<file path="src/core/fpg_pkg.sv">
/*
 * fpg_pkg: shared constants and types of the flash program guard host
 * controller: device register addresses, control bit positions, timing
 * counts, user command and device bus carriers.
 * Assumes a 250 MHz controller clock (mclk) and a byte-wide register
 * path to the device.
 */
package fpg_pkg;

  // ------------
  // device register addresses (byte registers, byte access only)
  // ------------
  localparam logic [19:0] FPG_ADDR_FLASH_CONTROL_ONE = 20'hee030;
  localparam logic [19:0] FPG_ADDR_FLASH_CONTROL_TWO = 20'hee031;
  localparam logic [19:0] FPG_ADDR_ERASE_BLOCK_SELECT_ONE = 20'hee032;
  localparam logic [19:0] FPG_ADDR_ERASE_BLOCK_SELECT_TWO = 20'hee033;
  localparam logic [19:0] FPG_ADDR_RAM_OVERLAY_CONTROL = 20'hee077;
  localparam logic [19:0] FPG_ADDR_WATCHDOG = 20'hfff8c;
  localparam logic [19:0] FPG_FLASH_LAST = 20'h3ffff;

  // ------------
  // flash_control_one bit positions and reset value
  // ------------
  localparam int FPG_BIT_SOFTWARE_WRITE_PERMIT = 6;
  localparam int FPG_BIT_ERASE_SETUP = 5;
  localparam int FPG_BIT_PROGRAM_SETUP = 4;
  localparam int FPG_BIT_ERASE_VERIFY = 3;
  localparam int FPG_BIT_PROGRAM_VERIFY = 2;
  localparam int FPG_BIT_ERASE = 1;
  localparam int FPG_BIT_PROGRAM = 0;
  localparam logic [7:0] FPG_FC1_RESET = 8'h00;

  // ------------
  // programming unit bookkeeping: 128-byte units over the flash array
  // ------------
  localparam int FPG_UNIT_LSB = 7;
  localparam int FPG_UNIT_BITS = 11;
  localparam int FPG_UNITS = 2048;

  // ------------
  // timing: figures in their own unit, counts derived at 4 ns per cycle
  // ------------
  localparam int FPG_CLK_NS = 4;
  localparam int FPG_MODE_SETUP_NS = 200;
  localparam int FPG_DEV_CLK_NS = 40;
  localparam int FPG_RESET_MIN_DEV_CYCLES = 20;
  localparam int FPG_SWE_WAIT_NS = 1000;
  localparam int FPG_READ_WAIT_US = 100;
  localparam int FPG_ACCESS_CYCLES = 6;
  localparam int FPG_MODE_SETUP_CYCLES =
    (FPG_MODE_SETUP_NS + FPG_CLK_NS - 1) / FPG_CLK_NS;
  localparam int FPG_RESET_CYCLES =
    (FPG_RESET_MIN_DEV_CYCLES * FPG_DEV_CLK_NS + FPG_CLK_NS - 1)
    / FPG_CLK_NS;
  localparam int FPG_RESET_HOLD_CYCLES =
    (FPG_RESET_CYCLES > FPG_MODE_SETUP_CYCLES) ?
    FPG_RESET_CYCLES : FPG_MODE_SETUP_CYCLES;
  localparam int FPG_SWE_WAIT_CYCLES =
    (FPG_SWE_WAIT_NS + FPG_CLK_NS - 1) / FPG_CLK_NS;
  localparam int FPG_READ_WAIT_CYCLES =
    (FPG_READ_WAIT_US * 1000 + FPG_CLK_NS - 1) / FPG_CLK_NS;

  // ------------
  // user commands and carriers
  // ------------
  typedef enum logic [3:0] {
    FPG_OP_MODE_RESET = 4'h0,
    FPG_OP_FWE_ON = 4'h1,
    FPG_OP_FWE_OFF = 4'h2,
    FPG_OP_WDT_ARM = 4'h3,
    FPG_OP_REG_WR = 4'h4,
    FPG_OP_REG_RD = 4'h5,
    FPG_OP_FLASH_RD = 4'h6,
    FPG_OP_FLASH_WR = 4'h7,
    FPG_OP_MAP_CLEAR = 4'h8
  } fpg_op_t;

  typedef struct packed {
    fpg_op_t op;
    logic [19:0] addr;
    logic [7:0] data;
  } fpg_cmd_t;

  typedef struct packed {
    logic ok;
    logic [7:0] data;
  } fpg_rsp_t;

  typedef struct packed {
    logic [19:0] addr;
    logic [7:0] wdata;
    logic we;
    logic re;
  } fpg_bus_t;

endpackage : fpg_pkg

</file>
<file path="src/core/fpg_wait_timer.sv">
/*
 * fpg_wait_timer: down counter that emits a one-cycle done pulse a
 * loaded number of cycles after its load strobe.
 * Assumes load_val is at least one and that the caller ignores done
 * while it reloads.
 */
`timescale 1ns/1ns
module fpg_wait_timer
  import fpg_pkg::*;
(
  input wire logic mclk,
  input wire logic rst_n,
  input wire logic load,
  input wire logic [15:0] load_val,
  output logic done
);

  logic [15:0] count;
  logic [15:0] next_count;
  logic next_done;

  // ------------
  // count down, pulse done when the last cycle passes
  // ------------
  always_comb begin
    next_count = count;
    next_done = 1'b0;
    if (load) begin
      next_count = load_val;
    end else if (count != 16'h0000) begin
      next_count = count - 16'h0001;
      next_done = (count == 16'h0001);
    end
  end

  always_ff @(posedge mclk or negedge rst_n) begin
    if (!rst_n) begin
      count <= 16'h0000;
      done <= 1'b0;
    end else begin
      count <= next_count;
      done <= next_done;
    end
  end

endmodule : fpg_wait_timer

</file>
<file path="src/core/fpg_host.sv">
/*
 * fpg_host: host side controller that drives a flash microcontroller
 * through its reset, write-permit and mode pins and a byte register
 * path, and guards programming, erasing and interrupt requests.
 * Assumes user commands come from logic on mclk and device read data
 * arrives asynchronously on dev_rdata.
 */
`timescale 1ns/1ns

// Notes on behaviour
// device blocks nmi while program or erase bit set, or boot runs.
// device also blocks nmi in error protection and emulation with p/e.
// boot-mode nmi block ends at branch to ram boot program.
// flash reads during program or erase return undetermined data.
// while write permit pin high, host suppresses interrupts and bus release.
// each 128-byte unit programmed once; erase before reprogramming. Host refuses only offset-0 rewrites, until a map clear.
// device offers prom-mode verify, program and total erase.
// device has no identification mode; device type chosen by hand.
// boot entry: permit pin and mode pins set in reset, setup met.
// reset during operation held low at least 20 system clocks.
// device accepts permit pin changes anytime in user program mode.
// drop permit pin only with all control bits of register one clear.
// arm watchdog before program or erase; keep it while pin high.
// no ordinary flash access while program or erase bit set.
// clear software write permit before reading flash; verify only else.
// device keeps overlay ram accessible whatever the permit bit.
// wait after clearing software write permit before normal access.
// wait 100 us after leaving program, erase or verify before reads.
// control, erase block and overlay registers accessed bytewise only.
// permit pin high only for program, erase or emulation.
// device flags error, aborts program/erase on malfunction.
// device clears program and erase bits on reset, standby, pin low.
// device drops nmi edges that arrive while blocked.
module fpg_host
  import fpg_pkg::*;
#(
  parameter int READ_WAIT_CYCLES = FPG_READ_WAIT_CYCLES
)
(
  input wire logic mclk,
  input wire logic rst_n,
  input wire logic cmd_valid,
  input wire fpg_cmd_t cmd,
  output logic cmd_ready,
  output logic rsp_valid,
  output fpg_rsp_t rsp,
  input wire logic user_nmi,
  input wire logic user_bus_req,
  output logic dev_res_n,
  output logic dev_write_permit,
  output logic [2:0] dev_mode_select,
  output logic dev_nmi,
  output logic dev_bus_req,
  output fpg_bus_t dev_bus,
  input wire logic [7:0] dev_rdata
);

  typedef enum logic [3:0] {
    ST_IDLE = 4'b0001,
    ST_RESET = 4'b0010,
    ST_ACCESS = 4'b0100,
    ST_SETTLE = 4'b1000
  } fpg_state_t;

  // ------------
  // decoders used in several places
  // ------------
  function automatic logic fpg_pe_set(input logic [7:0] v);
    fpg_pe_set = v[FPG_BIT_PROGRAM] | v[FPG_BIT_ERASE];
  endfunction : fpg_pe_set

  function automatic logic fpg_mode_set(input logic [7:0] v);
    fpg_mode_set = fpg_pe_set(v) | v[FPG_BIT_PROGRAM_VERIFY]
      | v[FPG_BIT_ERASE_VERIFY];
  endfunction : fpg_mode_set

  function automatic logic fpg_any_ctrl(input logic [7:0] v);
    fpg_any_ctrl = fpg_mode_set(v) | v[FPG_BIT_PROGRAM_SETUP]
      | v[FPG_BIT_ERASE_SETUP] | v[FPG_BIT_SOFTWARE_WRITE_PERMIT];
  endfunction : fpg_any_ctrl

  // ------------
  // reset release and read data synchronisers
  // ------------
  logic rst_q1;
  logic rst_sync_n;
  logic [7:0] rdata_q1;
  logic [7:0] rdata_q2;

  // reset is released through two flip-flops
  always_ff @(posedge mclk or negedge rst_n) begin
    if (!rst_n) begin
      rst_q1 <= 1'b0;
      rst_sync_n <= 1'b0;
    end else begin
      rst_q1 <= 1'b1;
      rst_sync_n <= rst_q1;
    end
  end

  // device read data comes from another domain
  always_ff @(posedge mclk or negedge rst_sync_n) begin
    if (!rst_sync_n) begin
      rdata_q1 <= 8'h00;
      rdata_q2 <= 8'h00;
    end else begin
      rdata_q1 <= dev_rdata;
      rdata_q2 <= rdata_q1;
    end
  end

  // ------------
  // timer shared by reset hold, access and settle waits
  // ------------
  logic tmr_load;
  logic [15:0] tmr_val;
  logic tmr_done;

  fpg_wait_timer u_timer (
    .mclk(mclk),
    .rst_n(rst_sync_n),
    .load(tmr_load),
    .load_val(tmr_val),
    .done(tmr_done)
  );

  // ------------
  // controller state
  // ------------
  fpg_state_t state;
  fpg_state_t next_state;
  logic [7:0] fc1;
  logic [7:0] next_fc1;
  logic wdt_armed;
  logic next_wdt_armed;
  logic [FPG_UNITS-1:0] prog_map;
  logic [FPG_UNITS-1:0] next_prog_map;
  logic [15:0] settle_val;
  logic [15:0] next_settle_val;
  logic next_cmd_ready;
  logic next_rsp_valid;
  fpg_rsp_t next_rsp;
  logic next_res_n;
  logic next_permit;
  logic [2:0] next_mode;
  fpg_bus_t next_bus;
  logic [FPG_UNIT_BITS-1:0] unit;
  logic in_flash;
  logic take;

  assign unit = cmd.addr[FPG_UNIT_LSB +: FPG_UNIT_BITS];
  assign in_flash = (cmd.addr <= FPG_FLASH_LAST);
  assign take = cmd_valid & cmd_ready;

  // next values of the command sequencer
  always_comb begin
    next_state = state;
    next_fc1 = fc1;
    next_wdt_armed = wdt_armed;
    next_prog_map = prog_map;
    next_settle_val = settle_val;
    next_cmd_ready = cmd_ready;
    next_rsp_valid = 1'b0;
    next_rsp = rsp;
    next_res_n = dev_res_n;
    next_permit = dev_write_permit;
    next_mode = dev_mode_select;
    next_bus = dev_bus;
    tmr_load = 1'b0;
    tmr_val = 16'(FPG_ACCESS_CYCLES);
    case (state)
      ST_IDLE: begin
        if (take) begin
          next_rsp = '{ok: 1'b1, data: 8'h00};
          next_settle_val = 16'h0000;
          case (cmd.op)
            FPG_OP_MODE_RESET: begin
              // pins change only while reset is low, hold covers setup
              next_res_n = 1'b0;
              next_mode = cmd.data[2:0];
              next_permit = cmd.data[3] & wdt_armed;
              next_fc1 = FPG_FC1_RESET;
              next_wdt_armed = 1'b0;
              tmr_load = 1'b1;
              tmr_val = 16'(FPG_RESET_HOLD_CYCLES);
              next_cmd_ready = 1'b0;
              next_state = ST_RESET;
            end
            FPG_OP_FWE_ON: begin
              // raised only on request for program, erase or emulation
              next_rsp.ok = wdt_armed;
              next_permit = dev_write_permit | wdt_armed;
              next_rsp_valid = 1'b1;
            end
            FPG_OP_FWE_OFF: begin
              next_rsp.ok = !fpg_any_ctrl(fc1);
              next_permit = dev_write_permit & fpg_any_ctrl(fc1);
              next_rsp_valid = 1'b1;
            end
            FPG_OP_WDT_ARM: begin
              next_wdt_armed = 1'b1;
              next_bus = '{addr: FPG_ADDR_WATCHDOG, wdata: cmd.data,
                           we: 1'b1, re: 1'b0};
              tmr_load = 1'b1;
              next_cmd_ready = 1'b0;
              next_state = ST_ACCESS;
            end
            FPG_OP_REG_WR: begin
              if (fpg_pe_set(cmd.data) && !wdt_armed
                  && cmd.addr == FPG_ADDR_FLASH_CONTROL_ONE) begin
                next_rsp.ok = 1'b0;
                next_rsp_valid = 1'b1;
              end else begin
                if (cmd.addr == FPG_ADDR_FLASH_CONTROL_ONE) begin
                  next_fc1 = dev_write_permit ? cmd.data : FPG_FC1_RESET;
                  if (fpg_mode_set(fc1) && !fpg_mode_set(cmd.data)) begin
                    next_settle_val = 16'(READ_WAIT_CYCLES);
                  end else if (fc1[FPG_BIT_SOFTWARE_WRITE_PERMIT]
                      && !cmd.data[FPG_BIT_SOFTWARE_WRITE_PERMIT]) begin
                    next_settle_val = 16'(FPG_SWE_WAIT_CYCLES);
                  end
                end
                // single byte write, never wider
                next_bus = '{addr: cmd.addr, wdata: cmd.data,
                             we: 1'b1, re: 1'b0};
                tmr_load = 1'b1;
                next_cmd_ready = 1'b0;
                next_state = ST_ACCESS;
              end
            end
            FPG_OP_REG_RD: begin
              next_bus = '{addr: cmd.addr, wdata: 8'h00,
                           we: 1'b0, re: 1'b1};
              tmr_load = 1'b1;
              next_cmd_ready = 1'b0;
              next_state = ST_ACCESS;
            end
            FPG_OP_FLASH_RD: begin
              // verify reads allowed only with a verify bit set
              if ((in_flash && fpg_pe_set(fc1))
                  || (in_flash && fc1[FPG_BIT_SOFTWARE_WRITE_PERMIT]
                      && !fc1[FPG_BIT_PROGRAM_VERIFY]
                      && !fc1[FPG_BIT_ERASE_VERIFY])) begin
                next_rsp.ok = 1'b0;
                next_rsp_valid = 1'b1;
              end else begin
                next_bus = '{addr: cmd.addr, wdata: 8'h00,
                             we: 1'b0, re: 1'b1};
                tmr_load = 1'b1;
                next_cmd_ready = 1'b0;
                next_state = ST_ACCESS;
              end
            end
            FPG_OP_FLASH_WR: begin
              // programming data latch writes; a marked unit refuses its first byte again until a map clear
              if (!in_flash || fpg_pe_set(fc1)
                  || !fc1[FPG_BIT_SOFTWARE_WRITE_PERMIT]
                  || !dev_write_permit
                  || (prog_map[unit] && cmd.addr[FPG_UNIT_LSB-1:0]
                      == '0)) begin
                next_rsp.ok = 1'b0;
                next_rsp_valid = 1'b1;
              end else begin
                next_prog_map[unit] = 1'b1;
                next_bus = '{addr: cmd.addr, wdata: cmd.data,
                             we: 1'b1, re: 1'b0};
                tmr_load = 1'b1;
                next_cmd_ready = 1'b0;
                next_state = ST_ACCESS;
              end
            end
            FPG_OP_MAP_CLEAR: begin
              next_prog_map = '0;
              next_rsp_valid = 1'b1;
            end
            default: begin
              next_rsp.ok = 1'b0;
              next_rsp_valid = 1'b1;
            end
          endcase
        end
      end
      ST_RESET: begin
        if (tmr_done) begin
          next_res_n = 1'b1;
          next_rsp_valid = 1'b1;
          next_cmd_ready = 1'b1;
          next_state = ST_IDLE;
        end
      end
      ST_ACCESS: begin
        if (tmr_done) begin
          next_bus.we = 1'b0;
          next_bus.re = 1'b0;
          if (dev_bus.re) begin
            next_rsp.data = rdata_q2;
          end
          next_rsp_valid = 1'b1;
          if (settle_val != 16'h0000) begin
            tmr_load = 1'b1;
            tmr_val = settle_val;
            next_state = ST_SETTLE;
          end else begin
            next_cmd_ready = 1'b1;
            next_state = ST_IDLE;
          end
        end
      end
      ST_SETTLE: begin
        if (tmr_done) begin
          next_cmd_ready = 1'b1;
          next_state = ST_IDLE;
        end
      end
      default: begin
        next_cmd_ready = 1'b1;
        next_state = ST_IDLE;
      end
    endcase
  end

  // register the sequencer and its pins
  always_ff @(posedge mclk or negedge rst_sync_n) begin
    if (!rst_sync_n) begin
      state <= ST_IDLE;
      fc1 <= FPG_FC1_RESET;
      wdt_armed <= 1'b0;
      prog_map <= '0;
      settle_val <= 16'h0000;
      cmd_ready <= 1'b1;
      rsp_valid <= 1'b0;
      rsp <= '{ok: 1'b0, data: 8'h00};
      dev_res_n <= 1'b1;
      dev_write_permit <= 1'b0;
      dev_mode_select <= 3'h0;
      dev_bus <= '{addr: 20'h00000, wdata: 8'h00, we: 1'b0, re: 1'b0};
    end else begin
      state <= next_state;
      fc1 <= next_fc1;
      wdt_armed <= next_wdt_armed;
      prog_map <= next_prog_map;
      settle_val <= next_settle_val;
      cmd_ready <= next_cmd_ready;
      rsp_valid <= next_rsp_valid;
      rsp <= next_rsp;
      dev_res_n <= next_res_n;
      dev_write_permit <= next_permit;
      dev_mode_select <= next_mode;
      dev_bus <= next_bus;
    end
  end

  // ------------
  // interrupt and bus release gating
  // ------------
  logic next_nmi;
  logic next_bus_req;

  // held off while the permit pin is high or the device is in reset
  always_comb begin
    next_nmi = user_nmi & !dev_write_permit & !next_permit
      & dev_res_n;
    next_bus_req = user_bus_req & !dev_write_permit & !next_permit
      & dev_res_n;
  end

  always_ff @(posedge mclk or negedge rst_sync_n) begin
    if (!rst_sync_n) begin
      dev_nmi <= 1'b0;
      dev_bus_req <= 1'b0;
    end else begin
      dev_nmi <= next_nmi;
      dev_bus_req <= next_bus_req;
    end
  end

endmodule : fpg_host

</file>
<file path="config.mk">
export PLATFORM = sky130hd
export DESIGN_NAME = fpg_host
export DESIGN_NICKNAME = d
export VERILOG_FILES = /design/src/core/fpg_pkg.sv /design/src/core/fpg_wait_timer.sv /design/src/core/fpg_host.sv
export SDC_FILE = /design/constraint.sdc
export NUM_CORES = 2
export LEC_CHECK = 0
export BUFFER_PORTS_ARGS = -buffer_cell sky130_fd_sc_hd__buf_4
export CAP_MARGIN = 40
export CELL_PAD_IN_SITES_DETAIL_PLACEMENT = 1
export CELL_PAD_IN_SITES_GLOBAL_PLACEMENT = 1
export CORE_MARGIN = 2
export CORE_UTILIZATION = 50
export DETAILED_ROUTE_END_ITERATION = 8
export PLACE_DENSITY_LB_ADDON = 0.1
export SLEW_MARGIN = 20
export SYNTH_ARGS = -nofsm -noshare
export SYNTH_HDL_FRONTEND = slang
export SYNTH_HIERARCHICAL = 1
export SYNTH_SLANG_ARGS = --single-unit
</file>
<file path="constraint.sdc">
create_clock -name mclk -period 174.7 [get_ports mclk]
set_input_delay 43.675 -clock mclk [delete_from_list [all_inputs] [get_ports mclk]]
set_output_delay 43.675 -clock mclk [all_outputs]
set_load 0.02 [all_outputs]
</file>
==> summary.md <==
| Metric | Value |
|---|---|
| H-tree depth | 4 |
| Post-CTS setup buffers | 0 |
| Die ar. | 192000 um^2 |
| Final setup fails | 0 |
| Chip Width | 438 um |
| Root Buffer Master | clkbuf_16 |
| Gate power share | 6.7% |
| Reg power frac | 47.1% |
| Sw power | 0.000265 W |
| Leak pwr | 47.7 nW |
| Drt first-iter violations | 8084 |
| Syn. warnings | 6 |
| M2 GR Usage | 56.4% |
| Post-Synthesis Cells | 8398 |
| Max Cap Viol | 0 |
| Period minus WS final | 51.50 ns |
| FMAX | 19.4 MHz |
| Async SR Flop Fraction | 100% |
| Placed cell area | 96800 um^2 |
| GRT overflow | 0 |
| Total track usage | 36.4% |
| Final Routed Wirelength | 349000 um |
| Post-layout utilization of the core | 55.9% |
| Total power | 0.00108 W |
| CP required | 175.49 ns |
| Final hold vios | 0 |
| Post-synth top area cell | dfrtp_1 |
| DR vias | 73200 |
| Routed WL per cell | 32.1 um |
| CTS sink cnt | 2146 |
| Post-synth EDFFs | 0 |
| Area of the mapped netlist | 94000 um^2 |
| Fin Clk Skew | 0.0429 ns |
| Slowest stage delay, CP | 0.75 ns |
| Dominant cells by area after synthesis | dfrtp_1, mux2i_1, a22o_1, nand2_1, o21ai_1 |
| Core area | 187000 um^2 |
| IO Pins | 93 |
| PD cells | 10.3 nW/um^2 |
| Vias per cell | 6.74 |
| Slew Limit Fails | 0 |
| Initial antenna violation count | 8 |
| Final setup TNS | 0 ns |
| HPWL after detailed placement | 198000 um |
| Worst-Skew Late Latency | 0.89 ns |
| Synthesized flop and latch total | 2146 |
| CP max FO | 98 |
| Die Span Y | 438 um |
| Hold Path Class | flop to async pin |
| Crit end category | flop |
| CP cell instances | buf_16 -> buf_4 -> buf_12 -> buf_4 -> buf_4 -> mux2i_1 -> o22ai_1 -> nor4_1 -> nand2_1 -> a22oi_1 -> nand4_1 -> a22oi_1 -> nand4_1 -> nor2b_4 -> buf_4 -> nor3_4 -> buf_8 -> buf_4 -> buf_4 -> a22o_1 |
| DRC errors left | 0 |
| I/O Buffers | 92 |
| M3 GR Usage | 6.87% |
| First-pass GRT wire length | 523000 um |
| CP Launch Type | input port |
| Final Cycle Share | 29.5% |
| Proportion of layout cells with a drive suffix above 1 | 9.30% |
| CTS resizes | 0 |
| Ys flop type | dfrtp_1 |
| Met1 usage | 50.5% |
| Final Cell Area | 105000 um^2 |
| DRT antenna net count | 0 |
| Sw Ratio | 24.5% |
| Worst path most repeated cell | buf_4 |
| Seq/Total Area, Yosys | 57.1% |
| Synth unique cells | 72 |
| Largest net degree at the start of global routing | 229 |
| Worst-Margin Slew | 1.09 ns |
| CTS Buffer Depth | 3 |
| CTS tree | done |
| Synth-to-layout area growth | 11.4% |
| Status | complete, no violations |
| CTS Buf Count | 226 |
| Top cell type's share of synthesized area | 57.0% |
| # hold bufs at CTS | 0 |
| P_int | 0.000816 W |
| NumNets Final | 8222 |
| Crit Path Category | input port to flop |
| Worst-path clk slew | 0.06 ns |
| GP Congestion | 0.824 |
| Worst relative slew slack | 27.1% |
| Busiest layer in global routing | met2 |
| CP max stage cell | buf_4 |
| Number of global-route vias before repair | 76400 |
| Unrepaired setup endpoints after global routing | no |
| ANT cells | 0 |
| Row count | 159 |
| Starting Density | 50.2% |
| Syn avg cell area | 11.2 um^2 |
| Detailed Routing Iterations Pass 1 | 6 |
| Worst vdd ir | 0.00904 mV |
| WP data arrival | 52.29 ns |
| Clock Power Share | 46.1% |
==> per-layer routing <==
metal / share of wire [%] / wire [um] / up-vias
li1: - / - / 30300
met1: 42 / 147000 / 39000
met2: 46 / 161000 / 3085
met3: 7.8 / 27200 / 784
met4: 4.2 / 14800 / 8
met5: 0.016 / 55 / -
==> power groups by stage <==
stage,clock [W],combinational (W),sequential (W)
global placement,0,0.0000682,0.000519
detailed placement,0,0.0000717,0.000519
global route,0.000523,0.0000776,0.000511
floorplan,0,0.0000319,0.000531
CTS,0.000503,0.0000720,0.000510
finish,0.000499,0.0000727,0.000510
==> cells in the mapped netlist, drive strengths merged (25+ instances only) <==
| library cell | count |
|---|---|
| nand2 | 1226 |
| clkbuf | 372 |
| nor4 | 148 |
| a22oi | 36 |
| o21ai | 1056 |
| nor3 | 25 |
| buf | 422 |
| inv | 28 |
| o22ai | 518 |
| nor2 | 172 |
| dfrtp | 2143 |
| a22o | 1025 |
| mux2i | 1034 |
==> area by class of cell <==
type / count / area [um^2]
fill: 19300 / 82600
sequential: 2146 / 53700
multi-input combinational: 5434 / 36300
clock buffer: 351 / 6840
timing repair buffer: 338 / 3860
tap: 2495 / 3120
clock inverter: 69 / 821
inverter: 29 / 109
==> logic make-up (layout without fill, tap and decap cells) <==
logic type                 after synthesis  count (layout)  synth area share, %
buffers and inverters                  823             787                 4.52
AOI/OAI and AO/OA                     2694            2694                 19.4
xor gates and xnor gates                 5               5               0.0466
DFF                                   2146            2146                 57.1
muxes                                 1034            1034                 11.0
adders and majority gates                2               2               0.0266
other                                    2               7              0.00799
and+or+nand+nor                       1692            1692                 7.91
==> state kept, by name, indices dropped and copies added, names as in the netlist <==
signal and count:
wdt_armed 1, rst_sync_n 1, state 4, u_timer/count 16, u_timer/done 1, fc1 7, dev_res_n 1, cmd_ready 1
rdata_q2 8, settle_val 3, dev_bus_req 1, dev_mode_select 3, dev_bus 30, dev_nmi 1, rdata_q1 8, rst_q1 1
dev_write_permit 1, rsp 9, rsp_valid 1, prog_map 2048
==> metrics by stage <==
step	std cells	setup WS (ns)	hold slack, ns
6_report	10900	123.20	0.268
5_1_grt	10900	123.12	0.305
4_1_cts	10900	123.44	0.288
3_5_place_dp	10400	122.50	0.282
3_3_place_gp	10400	121.61	0.332
2_1_floorplan	8403	110.46	0.331
==> cell usage in the layout (no fill, tap or decap), types with 6 or more instances in the layout <==
| master | synthesis | final |
|---|---|---|
| nand4_1 | 15 | 15 |
| a21oi_1 | 11 | 11 |
| dfrtp_1 | 2143 | 2142 |
| buf_16 | 0 | 41 |
| inv_1 | 28 | 28 |
| clkbuf_1 | 369 | 55 |
| nor4_4 | 10 | 10 |
| nor2_1 | 172 | 170 |
| nor3_4 | 8 | 8 |
| bufinv_16 | 0 | 15 |
| o22ai_1 | 518 | 518 |
| nor4_1 | 138 | 138 |
| or4_4 | 1 | 18 |
| inv_6 | 0 | 9 |
| nand2_1 | 1226 | 1226 |
| nand3_1 | 12 | 11 |
| mux2i_1 | 1034 | 1034 |
| conb_1 | 2 | 7 |
| a31oi_1 | 6 | 6 |
| o22a_1 | 16 | 16 |
| nand2b_1 | 7 | 7 |
| clkinv_2 | 0 | 38 |
| clkbuf_16 | 0 | 227 |
| and3_1 | 9 | 9 |
| clkbuf_8 | 2 | 69 |
| a22o_1 | 1025 | 1025 |
| o21ai_0 | 335 | 334 |
| buf_4 | 34 | 253 |
| nor3_1 | 17 | 15 |
| nor3b_2 | 0 | 6 |
| a22oi_1 | 36 | 36 |
| o21ai_1 | 721 | 722 |
| buf_12 | 0 | 38 |
==> path summary, 6_finish.rpt <==
| check | from | to | slack, ns | cells past startpoint |
|---|---|---|---|---|
| worst max-delay path | cmd[15] | prog_map[1301]$_DFFE_PN0P_ | 123.20 | 20 |
| worst min-delay path | rst_sync_n$_DFF_PN0_ | prog_map[1447]$_DFFE_PN0P_ | 0.27 | 0 |
| worst max register to register | prog_map[115]$_DFFE_PN0P_ | prog_map[1301]$_DFFE_PN0P_ | 168.62 | 15 |
| worst min register to register | rst_sync_n$_DFF_PN0_ | prog_map[1447]$_DFFE_PN0P_ | 0.27 | 0 |
| max in group asynchronous | rst_n | rst_sync_n$_DFF_PN0_ | 132.02 | 1 |
| min in group mclk | rdata_q1[5]$_DFF_PN0_ | rdata_q2[5]$_DFF_PN0_ | 0.35 | 0 |
==> critical path, delay by kind of cell <==
kind	cells	cell delay (ns)
buffers and inverters	9	4.81
and+or+nand+nor	6	1.91
AOI/OAI and AO/OA	4	1.16
muxes	1	0.29
(Power assumes the default switching activity.)
